--- config.mk ---
export PLATFORM = sky130hd
export DESIGN_NAME = atctc_top
export DESIGN_NICKNAME = d
export VERILOG_FILES = /design/src/verilog/atctc_top.v
export VERILOG_INCLUDE_DIRS = /design/src /design/src/pkg
export SDC_FILE = /design/constraint.sdc
export NUM_CORES = 2
export LEC_CHECK = 0
export ABC_AREA = 0
export BUFFER_PORTS_ARGS = -buffer_cell sky130_fd_sc_hd__buf_2
export CORE_MARGIN = 2
export CORE_UTILIZATION = 30
export CTS_CLUSTER_SIZE = 25
export DETAILED_ROUTE_END_ITERATION = 10
export SLEW_MARGIN = 10
export SYNTH_ARGS = -nofsm -noshare
export SYNTH_HDL_FRONTEND = slang
export SYNTH_SLANG_ARGS = --single-unit
--- constraint.sdc ---
create_clock -name i_clk -period 8.9 [get_ports i_clk]
set_input_delay 1.335 -clock i_clk [delete_from_list [all_inputs] [get_ports i_clk]]
set_output_delay 1.335 -clock i_clk [all_outputs]
set_load 0.005 [all_outputs]
--- src/pkg/atctc_defs.vh ---
// Constants of the cell block
`ifndef ATCTC_DEFS_VH
`define ATCTC_DEFS_VH
// ****************************************
// Register byte offsets
// ****************************************
`define ATCTC_CTRL 8'h00
`define ATCTC_EVENT 8'h04
`define ATCTC_STATUS 8'h08
`define ATCTC_COUNTS 8'h0c
`define ATCTC_TX_HEAD 8'h10
`define ATCTC_TX_GO 8'h14
`define ATCTC_RX_HEAD 8'h18
`define ATCTC_RX_INFO 8'h1c
`define ATCTC_RX_RELEASE 8'h20
`define ATCTC_HEAD_MASK 8'h24
`define ATCTC_LUT_EN 8'h28
`define ATCTC_CRC_CMD 8'h2c
`define ATCTC_CRC_VAL 8'h30
`define ATCTC_TX_BUF 8'h40
`define ATCTC_RX_BUF 8'h80
`define ATCTC_LUT 8'hc0
// ****************************************
// Control bits
// ****************************************
`define ATCTC_C_TX_EN 0
`define ATCTC_C_RX_EN 1
`define ATCTC_C_SCRAM 2
`define ATCTC_C_COSET 3
`define ATCTC_C_IDLE 4
`define ATCTC_C_SRC 5
// ****************************************
// Event bits (low byte, write one to clear)
// ****************************************
`define ATCTC_E_RX 0
`define ATCTC_E_TX 1
`define ATCTC_E_NOBUF 2
`define ATCTC_E_CTRL 3
`define ATCTC_E_HEC 4
`define ATCTC_E_SYNC 6
`define ATCTC_E_MISS 7
// ****************************************
// Cell layout and fixed patterns
// ****************************************
`define ATCTC_CELL_LAST 6'd52
`define ATCTC_HEC_IDX 6'd4
`define ATCTC_PAY_IDX 6'd5
`define ATCTC_COSET 8'h55
`define ATCTC_UNASSIGNED 32'h00000000
`define ATCTC_IDLE_HEAD 32'h00000001
`define ATCTC_IDLE_FILL 8'h6a
`define ATCTC_HEC_POLY 8'h07
`define ATCTC_CRC32_POLY 32'h04c11db7
`define ATCTC_ALPHA_RST 4'h7
`define ATCTC_DELTA_RST 4'h6
`endif

--- src/verilog/atctc_top.v ---
// Cell transmission-convergence layer
// Summary of operation
// - Cells are exactly 53 bytes; UNI and NNI headers both pass unchanged.
// - Transmit inserts computed header check octet; receive checks it and strips it.
// - Coset option XORs 01010101 into header check octet on both directions.
// - With no queued host cell, an empty cell is sent to fill the link.
// - Received empty cells are dropped and never delivered.
// - Host selects unassigned or idle format for transmitted empty cells.
// - Errored-header cells are delivered, flagged, with received check octet, uncorrected.
// - Optional x^43+1 payload scrambling both ways, 43-bit delay line.
// - First cell after reset is always empty, covering delay line fill.
// - Descrambler runs always, synchronised before lock.
// - Headers compared against 16-entry table; masked bits excluded.
// - Cells matching neither table nor external match are discarded.
// - One control bit selects internal table (0) or external match (1).
// - Transmit header fields and payload are taken exactly as the host gives.
// - Host cells go out one at a time in presented order.
// - Delineation hunts on octet boundaries using header check.
// - Once locked, lock is kept until too many header check errors.
// - Lock changes raise an event; a status bit shows present lock.
// - CRC-32 is a separate host command over a data buffer.
// - Fixed-length buffers, separate transmit and receive regions.
// - Low-byte event flags are sticky and cleared by writing one.
// - Header error event is set at check time, before cell end.
`include "atctc_defs.vh"
module atctc_top (
    input wire i_clk,
    input wire i_resetn,
    input wire i_hsel,
    input wire [31:0] i_haddr,
    input wire [1:0] i_htrans,
    input wire i_hwrite,
    input wire [2:0] i_hsize,
    input wire [31:0] i_hwdata,
    input wire i_hready,
    output reg [31:0] o_hrdata,
    output reg o_hreadyout,
    output reg o_hresp,
    input wire i_link_clk,
    input wire i_rx_data,
    input wire i_rx_sync,
    input wire i_ext_hit,
    output reg o_tx_data,
    output reg [31:0] o_ext_key,
    output reg o_sync_state
);
    localparam ST_HUNT = 3'b001;
    localparam ST_PRE = 3'b010;
    localparam ST_SYNC = 3'b100;

    // ****************************************
    // Functions
    // ****************************************
    // Header check remainder over four octets
    function [7:0] atctc_hec;
        input [31:0] h;
        integer k;
        reg [7:0] c;
        begin
            c = 8'h00;
            for (k = 31; k >= 0; k = k - 1) begin
                c = {c[6:0], 1'b0} ^ ((c[7] ^ h[k]) ? `ATCTC_HEC_POLY : 8'h00);
            end
            atctc_hec = c;
        end
    endfunction

    // CRC-32 step over one byte, most significant bit first
    function [31:0] atctc_crc32;
        input [31:0] c_in;
        input [7:0] d;
        integer k;
        reg [31:0] c;
        begin
            c = c_in;
            for (k = 7; k >= 0; k = k - 1) begin
                c = {c[30:0], 1'b0} ^ ((c[31] ^ d[k]) ? `ATCTC_CRC32_POLY : 32'h00000000);
            end
            atctc_crc32 = c;
        end
    endfunction

    // ****************************************
    // Registers and memories
    // ****************************************
    reg [5:0] ctrl;
    reg [7:0] events;
    reg [3:0] alpha;
    reg [3:0] delta;
    reg [31:0] tx_head;
    reg tx_queued;
    reg [31:0] rx_head;
    reg [7:0] rx_hec;
    reg rx_err;
    reg rx_full;
    reg [31:0] head_mask;
    reg [15:0] lut_en;
    reg [31:0] crc_val;
    reg crc_busy;
    reg [5:0] crc_idx;
    reg [7:0] tx_mem [0:47];
    reg [7:0] rx_mem [0:47];
    reg [31:0] lut [0:15];
    reg [7:0] ev_set;

    // ****************************************
    // AHB-Lite slave
    // ****************************************
    reg dp_wr;
    reg rd_pend;
    reg [7:0] dp_addr;
    wire ap_take = i_hsel & i_htrans[1] & i_hready;
    wire [5:0] wbase = {dp_addr[5:2], 2'b00};

    // Read mux; unmapped reads zero
    reg [31:0] rd_mux;
    always @* begin
        rd_mux = 32'h00000000;
        if (dp_addr >= `ATCTC_LUT)
            rd_mux = lut[dp_addr[5:2]];
        else if (dp_addr >= `ATCTC_RX_BUF && dp_addr < `ATCTC_RX_BUF + 8'h30)
            rd_mux = {rx_mem[wbase], rx_mem[wbase + 6'd1], rx_mem[wbase + 6'd2], rx_mem[wbase + 6'd3]};
        else if (dp_addr >= `ATCTC_TX_BUF && dp_addr < `ATCTC_TX_BUF + 8'h30)
            rd_mux = {tx_mem[wbase], tx_mem[wbase + 6'd1], tx_mem[wbase + 6'd2], tx_mem[wbase + 6'd3]};
        else begin
            case (dp_addr)
                `ATCTC_CTRL: rd_mux = {26'h0, ctrl};
                `ATCTC_EVENT: rd_mux = {24'h0, events};
                `ATCTC_STATUS: rd_mux = {28'h0, crc_busy, rx_full, tx_queued, o_sync_state};
                `ATCTC_COUNTS: rd_mux = {20'h0, delta, 4'h0, alpha};
                `ATCTC_TX_HEAD: rd_mux = tx_head;
                `ATCTC_RX_HEAD: rd_mux = rx_head;
                `ATCTC_RX_INFO: rd_mux = {23'h0, rx_err, rx_hec};
                `ATCTC_HEAD_MASK: rd_mux = head_mask;
                `ATCTC_LUT_EN: rd_mux = {16'h0, lut_en};
                `ATCTC_CRC_VAL: rd_mux = crc_val;
                default: rd_mux = 32'h00000000;
            endcase
        end
    end

    // Reads take one wait state so a write just before is always seen
    always @(posedge i_clk) begin
        if (!i_resetn) begin
            dp_wr <= 1'b0;
            rd_pend <= 1'b0;
            dp_addr <= 8'h00;
            o_hrdata <= 32'h00000000;
            o_hreadyout <= 1'b1;
            o_hresp <= 1'b0;
        end else begin
            dp_wr <= ap_take & i_hwrite;
            rd_pend <= ap_take & ~i_hwrite;
            if (ap_take)
                dp_addr <= {i_haddr[7:2], 2'b00};
            o_hreadyout <= ~(ap_take & ~i_hwrite);
            if (rd_pend)
                o_hrdata <= rd_mux;
        end
    end
    wire wr_go = dp_wr;

    // ****************************************
    // Link sampling
    // ****************************************
    // Two-flop synchronisers
    reg [1:0] lclk_s;
    reg [1:0] rxd_s;
    reg [1:0] rxs_s;
    reg [1:0] hit_s;
    reg lclk_q;
    always @(posedge i_clk) begin
        if (!i_resetn) begin
            lclk_s <= 2'b00;
            rxd_s <= 2'b00;
            rxs_s <= 2'b00;
            hit_s <= 2'b00;
            lclk_q <= 1'b0;
        end else begin
            lclk_s <= {lclk_s[0], i_link_clk};
            rxd_s <= {rxd_s[0], i_rx_data};
            rxs_s <= {rxs_s[0], i_rx_sync};
            hit_s <= {hit_s[0], i_ext_hit};
            lclk_q <= lclk_s[1];
        end
    end
    wire bit_en = lclk_s[1] & ~lclk_q;

    // ****************************************
    // Transmit path
    // ****************************************
    reg [5:0] tx_idx;
    reg [2:0] tx_bit;
    reg [7:0] tx_sh;
    reg [42:0] scr;
    reg cur_data;
    reg first_sent;
    wire next_data = tx_queued & first_sent;
    wire use_data = (tx_idx == 6'd0) ? next_data : cur_data;
    wire [31:0] empty_head = ctrl[`ATCTC_C_IDLE] ? `ATCTC_IDLE_HEAD : `ATCTC_UNASSIGNED;
    wire [31:0] tx_word = use_data ? tx_head : empty_head;
    wire [7:0] coset = ctrl[`ATCTC_C_COSET] ? `ATCTC_COSET : 8'h00;
    reg [7:0] tx_byte;
    always @* begin
        case (tx_idx)
            6'd0: tx_byte = tx_word[31:24];
            6'd1: tx_byte = tx_word[23:16];
            6'd2: tx_byte = tx_word[15:8];
            6'd3: tx_byte = tx_word[7:0];
            6'd4: tx_byte = atctc_hec(tx_word) ^ coset;
            default: tx_byte = use_data ? tx_mem[tx_idx - `ATCTC_PAY_IDX] : `ATCTC_IDLE_FILL;
        endcase
    end
    wire tx_raw = (tx_bit == 3'd0) ? tx_byte[7] : tx_sh[7];
    wire tx_pay = tx_idx >= `ATCTC_PAY_IDX;
    wire tx_out = tx_raw ^ (ctrl[`ATCTC_C_SCRAM] & tx_pay & scr[42]);
    wire tx_cell_end = bit_en & ctrl[`ATCTC_C_TX_EN] & (tx_bit == 3'd7) & (tx_idx == `ATCTC_CELL_LAST);

    // Bit and byte sequencing
    always @(posedge i_clk) begin
        if (!i_resetn) begin
            tx_idx <= 6'd0;
            tx_bit <= 3'd0;
            tx_sh <= 8'h00;
            scr <= 43'h0;
            cur_data <= 1'b0;
            first_sent <= 1'b0;
            o_tx_data <= 1'b1;
        end else if (bit_en && ctrl[`ATCTC_C_TX_EN]) begin
            o_tx_data <= tx_out;
            tx_sh <= (tx_bit == 3'd0) ? {tx_byte[6:0], 1'b0} : {tx_sh[6:0], 1'b0};
            if (tx_pay)
                scr <= {scr[41:0], tx_out};
            tx_bit <= tx_bit + 3'd1;
            if (tx_bit == 3'd0 && tx_idx == 6'd0) begin
                cur_data <= next_data;
                first_sent <= 1'b1;
            end
            if (tx_bit == 3'd7)
                tx_idx <= (tx_idx == `ATCTC_CELL_LAST) ? 6'd0 : tx_idx + 6'd1;
        end
    end

    // ****************************************
    // Receive path
    // ****************************************
    reg [2:0] rx_bit;
    reg [7:0] rx_sh;
    reg [7:0] rx_dsh;
    reg [42:0] dsc;
    reg [31:0] win;
    reg [2:0] dstate;
    reg [3:0] pcnt;
    reg [3:0] ecnt;
    reg [5:0] rx_idx;
    reg rx_take;
    reg cell_err;
    reg [7:0] cell_hec;
    wire rbit = rxd_s[1];
    wire dbit = rbit ^ dsc[42];
    wire [2:0] bcnt = rxs_s[1] ? 3'd0 : rx_bit;
    wire byte_done = bit_en & ctrl[`ATCTC_C_RX_EN] & (bcnt == 3'd7);
    wire [7:0] rbyte = {rx_sh[6:0], rbit};
    wire [7:0] dbyte = {rx_dsh[6:0], dbit};
    wire [7:0] pbyte = ctrl[`ATCTC_C_SCRAM] ? dbyte : rbyte;
    wire [39:0] nwin = {win, rbyte};
    wire hec_ok = (atctc_hec(nwin[39:8]) ^ coset) == nwin[7:0];
    wire is_empty = (nwin[39:8] == `ATCTC_UNASSIGNED) || (nwin[39:8] == `ATCTC_IDLE_HEAD);

    // Table compare with masked bits excluded
    reg int_hit;
    integer m;
    always @* begin
        int_hit = 1'b0;
        for (m = 0; m < 16; m = m + 1) begin
            if (lut_en[m] && (((lut[m] ^ o_ext_key) & ~head_mask) == 32'h00000000))
                int_hit = 1'b1;
        end
    end
    wire addr_hit = ctrl[`ATCTC_C_SRC] ? hit_s[1] : int_hit;

    // Delineation, descrambling and cell capture
    always @(posedge i_clk) begin
        if (!i_resetn) begin
            rx_bit <= 3'd0;
            rx_sh <= 8'h00;
            rx_dsh <= 8'h00;
            dsc <= 43'h0;
            win <= 32'h00000000;
            dstate <= ST_HUNT;
            pcnt <= 4'h0;
            ecnt <= 4'h0;
            rx_idx <= 6'd0;
            rx_take <= 1'b0;
            cell_err <= 1'b0;
            cell_hec <= 8'h00;
            o_ext_key <= 32'h00000000;
            o_sync_state <= 1'b0;
            ev_set <= 8'h00;
        end else begin
            ev_set <= 8'h00;
            if (bit_en && ctrl[`ATCTC_C_RX_EN]) begin
                rx_bit <= bcnt + 3'd1;
                rx_sh <= rbyte;
                rx_dsh <= dbyte;
                dsc <= {dsc[41:0], rbit};
            end
            if (byte_done) begin
                win <= nwin[31:0];
                rx_idx <= (rx_idx == `ATCTC_CELL_LAST) ? 6'd0 : rx_idx + 6'd1;
                case (dstate)
                    ST_HUNT: begin
                        if (hec_ok) begin
                            dstate <= ST_PRE;
                            pcnt <= 4'h0;
                            rx_idx <= `ATCTC_PAY_IDX;
                        end
                    end
                    ST_PRE: begin
                        if (rx_idx == `ATCTC_HEC_IDX) begin
                            if (!hec_ok)
                                dstate <= ST_HUNT;
                            else if (pcnt + 4'h1 >= delta) begin
                                dstate <= ST_SYNC;
                                ecnt <= 4'h0;
                                o_sync_state <= 1'b1;
                                ev_set[`ATCTC_E_SYNC] <= 1'b1;
                            end else
                                pcnt <= pcnt + 4'h1;
                        end
                    end
                    ST_SYNC: begin
                        if (rx_idx == `ATCTC_HEC_IDX) begin
                            o_ext_key <= nwin[39:8];
                            cell_hec <= nwin[7:0];
                            cell_err <= ~hec_ok;
                            rx_take <= ~is_empty;
                            if (hec_ok)
                                ecnt <= 4'h0;
                            else begin
                                ev_set[`ATCTC_E_HEC] <= 1'b1;
                                ecnt <= ecnt + 4'h1;
                                if (ecnt + 4'h1 >= alpha) begin
                                    dstate <= ST_HUNT;
                                    o_sync_state <= 1'b0;
                                    rx_take <= 1'b0;
                                    ev_set[`ATCTC_E_SYNC] <= 1'b1;
                                end
                            end
                        end
                        if (rx_idx >= `ATCTC_PAY_IDX && rx_take && !rx_full)
                            rx_mem[rx_idx - `ATCTC_PAY_IDX] <= pbyte;
                        if (rx_idx == `ATCTC_CELL_LAST && rx_take) begin
                            rx_take <= 1'b0;
                            if (!addr_hit)
                                ev_set[`ATCTC_E_MISS] <= 1'b1;
                            else if (rx_full)
                                ev_set[`ATCTC_E_NOBUF] <= 1'b1;
                            else begin
                                ev_set[`ATCTC_E_RX] <= 1'b1;
                                ev_set[`ATCTC_E_CTRL] <= o_ext_key[3];
                            end
                        end
                    end
                    default: dstate <= ST_HUNT;
                endcase
            end
        end
    end
    wire deliver = ev_set[`ATCTC_E_RX];

    // ****************************************
    // Register writes, events, queue and CRC-32 command
    // ****************************************
    wire [7:0] wr_clr = (wr_go && dp_addr == `ATCTC_EVENT) ? i_hwdata[7:0] : 8'h00;
    always @(posedge i_clk) begin
        if (!i_resetn) begin
            ctrl <= 6'h00;
            events <= 8'h00;
            alpha <= `ATCTC_ALPHA_RST;
            delta <= `ATCTC_DELTA_RST;
            tx_head <= 32'h00000000;
            tx_queued <= 1'b0;
            rx_head <= 32'h00000000;
            rx_hec <= 8'h00;
            rx_err <= 1'b0;
            rx_full <= 1'b0;
            head_mask <= 32'h00000000;
            lut_en <= 16'h0000;
            crc_val <= 32'h00000000;
            crc_busy <= 1'b0;
            crc_idx <= 6'd0;
        end else begin
            // Set wins over a clear landing in the same cycle
            events <= (events & ~wr_clr) | ev_set | {6'h00, tx_cell_end & cur_data, 1'b0};
            if (tx_cell_end && cur_data)
                tx_queued <= 1'b0;
            if (deliver) begin
                rx_full <= 1'b1;
                rx_head <= o_ext_key;
                rx_hec <= cell_hec;
                rx_err <= cell_err;
            end
            if (crc_busy) begin
                crc_val <= atctc_crc32(crc_val, tx_mem[crc_idx]);
                crc_idx <= crc_idx + 6'd1;
                if (crc_idx == 6'd47)
                    crc_busy <= 1'b0;
            end
            if (wr_go) begin
                if (dp_addr >= `ATCTC_LUT)
                    lut[dp_addr[5:2]] <= i_hwdata;
                else if (dp_addr >= `ATCTC_TX_BUF && dp_addr < `ATCTC_TX_BUF + 8'h30) begin
                    tx_mem[wbase] <= i_hwdata[31:24];
                    tx_mem[wbase + 6'd1] <= i_hwdata[23:16];
                    tx_mem[wbase + 6'd2] <= i_hwdata[15:8];
                    tx_mem[wbase + 6'd3] <= i_hwdata[7:0];
                end
                case (dp_addr)
                    `ATCTC_CTRL: ctrl <= i_hwdata[5:0];
                    `ATCTC_COUNTS: begin
                        alpha <= i_hwdata[3:0];
                        delta <= i_hwdata[11:8];
                    end
                    `ATCTC_TX_HEAD: tx_head <= i_hwdata;
                    `ATCTC_TX_GO: tx_queued <= 1'b1;
                    `ATCTC_RX_RELEASE: rx_full <= deliver;
                    `ATCTC_HEAD_MASK: head_mask <= i_hwdata;
                    `ATCTC_LUT_EN: lut_en <= i_hwdata[15:0];
                    `ATCTC_CRC_CMD: begin
                        // b0 walks the tx buffer, b1 seeds ones
                        if (i_hwdata[1])
                            crc_val <= 32'hffffffff;
                        if (i_hwdata[0] && !crc_busy) begin
                            crc_busy <= 1'b1;
                            crc_idx <= 6'd0;
                        end
                    end
                    default: ;
                endcase
            end
        end
    end
endmodule

# Word-level counts from Yosys, hierarchy flattened
# Memory sizes are Yosys's and may differ from the RTL's. A register that Yosys moved wholly into a read port is not among the register bits.
# Cells that the tools add are included.
# word_totals
regBits,457
ram_bits,1280
input_bits,78
out_inout_bits,68
word_cells,578
mem_count,3
# op_classes
n_addsub,12
order_cmp,9
eq_ne,36
muxes,189
n_bitwise,205
reduce_logical,72
# memory_table
memory,depth,word_bits,rd,rd_ports_with_merged_regs,write_ports,line,rtl
lut,16,32,17,1,1,atctc_top.v:103,reg [31:0] lut [0:15];
rx_mem,48,8,4,1,1,atctc_top.v:102,reg [7:0] rx_mem [0:47];
tx_mem,48,8,6,2,4,atctc_top.v:101,reg [7:0] tx_mem [0:47];
# ops
operator,n
$logic_not 32->1,17
$and 32x32->32,16
$xor 32x32->32,16
$xor 8x3->8,54
$pmux 32 s10,1
$mux 32,8
$xor 32x27->32,8
$mux 27,8
$mux 3,72
$mux 6,13
$mux 1,65
$xor 1x1->1,62
$mux 4,11
$pmux 8 s5,1
$eq 6x3->1 const B,6
$eq 32x1->1 const B,1
$mux 8,4
$not 32->32,1
$eq 6x4->1 const B,5
$logic_and 1x1->1,27
$add 6x1->6 const B,4
$eq 6x2->1 const B,4
$eq 6x6->1 const B,3
$reduce_and 2->1,9
46 further kinds,107

# Logic depth before layout (Yosys ltp)
# logic_depth
depth_word,92
mapped_depth,17
depth_no_buf,11

# Worst setup path after synthesis
# No wires, ideal clock.
# synth_path
kind,input -> register
start,input i_resetn
end,memory tx_mem[10][0] (enable)
setup_time_ps,501
arrival_ps,4872
required_time_ps,8399
path_slack_ps,3526
cell_stages,3
n_path_buf,1
path_cell_list,clkbuf_1 nand3_1 nor4_1
# synth_rtl
element,line,rtl
start: declaration,atctc_top.v:28,"input wire i_resetn,"
end: declaration,atctc_top.v:101,

==> impl_metrics.tcl <==
set metrics [dict create \
    p_seq_share_pct 51.1 \
    synth_edf_count 1280 \
    p_sw_share_pct 22.1 \
    ys.flop_type "edfxtp_1" \
    numCtsBuffers 180 \
    ir_drop_mv 0.194 \
    syn_nets 6123 \
    holdBufCountCts 0 \
    postCtsSetupBuffers 0 \
    clockRootBuffer "clkbuf_16" \
    hold_class "flop to flop" \
    synth-seq-cells 1731 \
    synth_cell_types 78 \
    cts_tree "yes" \
    fp.coreArea_um2 276000 \
    start_util_pct 30.1 \
    switchingPower_mw 3.73 \
    ctsResizeCount 0 \
    finalHoldViolations 0 \
    area_growth_pct 13.2 \
    postRouteAntennaNets 0 \
    cp.required_ps 9600 \
    htree_num_levels 4 \
    max_freq_mhz 189 \
    io_pins 146 \
    drt_iter0_markers 8748 \
    crit_path_start_kind "flop" \
    grt_max_degree 167 \
    cap_violations 0 \
    grtUsageTotal_pct 22.4 \
    via_per_inst 5.76 \
    tns_ps 0 \
    critPathCaptureType "flop" \
    antenna_found_initial 27 \
    wl_per_cell_um 32.7 \
    fin_skew_ps 45.9 \
    p_total_mw 16.9 \
    grt_pass1_wl_um 441000 \
    timing.final.crit_share_pct 59.3 \
    placementRows 193 \
    internal_power_mw 13.2 \
    powerDensity_nw_per_um2 180 \
    routed_wl_um 322000 \
    die_h_um 530 \
    dr_total_vias 56800 \
    grt_overflow 0 \
    rsz0062_at_grt "false" \
    arrival_ps 5980 \
    dp_hpwl_um 220000 \
    synthesis.area_um2 83100 \
    synthArstFlopShare_pct 0 \
    gp_congestion 1.04 \
    grt_pass1_vias 53600 \
    worstSetupPathType "flop to flop" \
    clkPwrFrac_pct 45.9 \
    clkTransAtPathRegs_ps 70 \
    die_x_um 530 \
    die_area_um2 281000 \
    syn_inst 6018 \
    clk_latency_ps 870 \
    dpl-instance-area_um2 88100 \
    cts.sinks 1731 \
    setup_viol 0 \
    nets 6095 \
    portBuffers 114 \
    synth.yosys.warnings 0 \
    finalMaxSlewViolations 0 \
    outcome "completed" \
    p_leak_nw 27.6 \
    design_area_um2 94100 \
    comb_power_share_pct 3.0 \
    yosysSeqAreaShare_pct 57.1 \
    slew_headroom_pct 7.05 \
    dr.pass1.iters 8 \
    clk_path_buf_depth 3 \
    path_max_fanout 45 \
    layout_min_cycle_time_ps 5280 \
    synth_area_per_cell_um2 13.8 \
    drc_errors 0 \
    tightest_slew_ps 1380 \
    layout-drive-gt1-share_pct 19.7 \
]
==> Yosys cell counts, types with 4 or more instances <==
cell	instances	area, um^2
dfxtp_1	451	9030
or3_1	6	37.5
a22o_1	7	61.3
nand2b_1	14	87.6
nand4_1	50	313
o21ai_0	133	666
nor2b_1	20	125
mux4_2	565	12700
a221oi_1	10	87.6
a31oi_1	6	37.5
mux2_2	19	214
clkbuf_1	361	1360
and3_1	15	93.8
a21oi_1	374	1870
a2111oi_0	4	35.0
buf_4	11	82.6
nand3_1	35	175
nor3_1	50	250
edfxtp_1	1280	38400
or2_2	7	43.8
nor2_1	259	972
a22oi_1	69	518
a21o_1	7	52.6
xnor2_1	628	5500
o31ai_1	13	97.6
a211oi_1	21	158
a311oi_1	15	131
xnor3_1	33	743
xor3_1	7	166
a222oi_1	18	180
nand2_1	706	2650
inv_1	34	128
xor2_1	66	578
mux4_1	7	184
buf_2	20	100
o22ai_1	256	1600
and2_1	21	131
o21a_1	4	30.0
buf_1	87	327
nor4_1	70	438
o211ai_1	6	45.0
mux2i_1	168	1680
ha_1	27	338
==> state kept, by name (all words and copies together), names as in the netlist, 16 cells and up, named ones only <==
name / count
rx_mem: 384
scr: 43
head_mask: 32
tx_head: 32
rx_head: 32
crc_val: 32
lut: 512
tx_mem: 384
dsc: 37
win: 32
o_hrdata: 32
lut_en: 16
o_ext_key: 32
==> worst max-delay path, stage by stage (launching register included) <==
cell,delay (ps)
dfxtp_4,980
buf_4,660
mux4_1,660
mux4_2,500
a221o_1,410
xor2_1,710
xor2_1,560
xor2_1,310
xor2_1,170
a21oi_1,80
==> per-layer routing <==
metal	vias to the layer above	routed length, um	GRT usage, %
met1	29200	121000	28.7
met3	735	33700	5.09
met4	8	22600	13.1
li1	22900	-	-
met2	3876	145000	34.6
met5	-	49	0
==> area by class of cell <==
| class | instances | area (um^2) |
|---|---|---|
| diodes | 8 | 20.0 |
| clock buffers | 234 | 4970 |
| clock inverters | 101 | 1030 |
| fillers | 26600 | 182000 |
| inverters | 34 | 135 |
| multi-input cells | 3770 | 33900 |
| flip-flops and latches | 1731 | 47500 |
| well taps | 3705 | 4640 |
| repair buffers | 273 | 1840 |
==> kinds of logic (layout without fill, tap and decap cells) <==
| logic type | Yosys count | after routing | synth area share [%] |
|---|---|---|---|
| xor gates and xnor gates | 740 | 740 | 8.55 |
| muxes | 762 | 762 | 17.9 |
| AOI/OAI and AO/OA | 969 | 969 | 7.02 |
| adders and majority gates | 27 | 27 | 0.406 |
| DFF | 1731 | 1731 | 57.1 |
| other | 1 | 9 | 0.00451 |
| buffers and inverters | 517 | 642 | 2.46 |
| and+or+nand+nor | 1271 | 1271 | 6.57 |
==> metrics by stage <==
stage / setup slack, ps / hold WS, ps / std cells / util, %
after floorplan: 3530 / 412 / 6018 / -
after global placement: 3660 / 419 / 9513 / 31.9
after detailed placement: 3640 / 426 / 9513 / 31.9
after CTS: 3610 / 438 / 9848 / 34.1
after global routing: 3310 / 465 / 9852 / 34.1
final: 3620 / 443 / 9856 / 34.1
==> final timing paths <==
kind              startpoint     endpoint  slack, ps  cells after the start
setup / recovery  crc_idx[0]  crc_val[13]       3620                      9
hold / removal     lclk_s[0]    lclk_s[1]        440                      1
setup reg to reg  crc_idx[0]  crc_val[13]       3620                      9
hold reg to reg    lclk_s[0]    lclk_s[1]        440                      1
==> cells in the final DEF (no fill, tap or decap), types with 64 or more instances in the layout <==
master	n
xnor2_1	625
buf_4	153
o22ai_1	256
o21ai_0	133
dfxtp_1	435
a22oi_1	69
nand2_1	706
edfxtp_1	1280
mux2i_1	168
mux4_2	565
clkbuf_16	188
nor2_1	227
nor4_1	67
a21oi_1	374
buf_2	114
xor2_1	64
==> power by group through the flow <==
stage / clock (mW) / combinational [mW] / sequential [mW]
4_1_cts: 7.85 / 0.499 / 8.65
3_3_place_gp: 0 / 0.495 / 8.83
2_1_floorplan: 0 / 0.234 / 8.81
5_1_grt: 8.14 / 0.516 / 8.65
3_5_place_dp: 0 / 0.498 / 8.83
6_report: 7.76 / 0.510 / 8.65
Note: power is estimated with default switching activity, not from simulation.
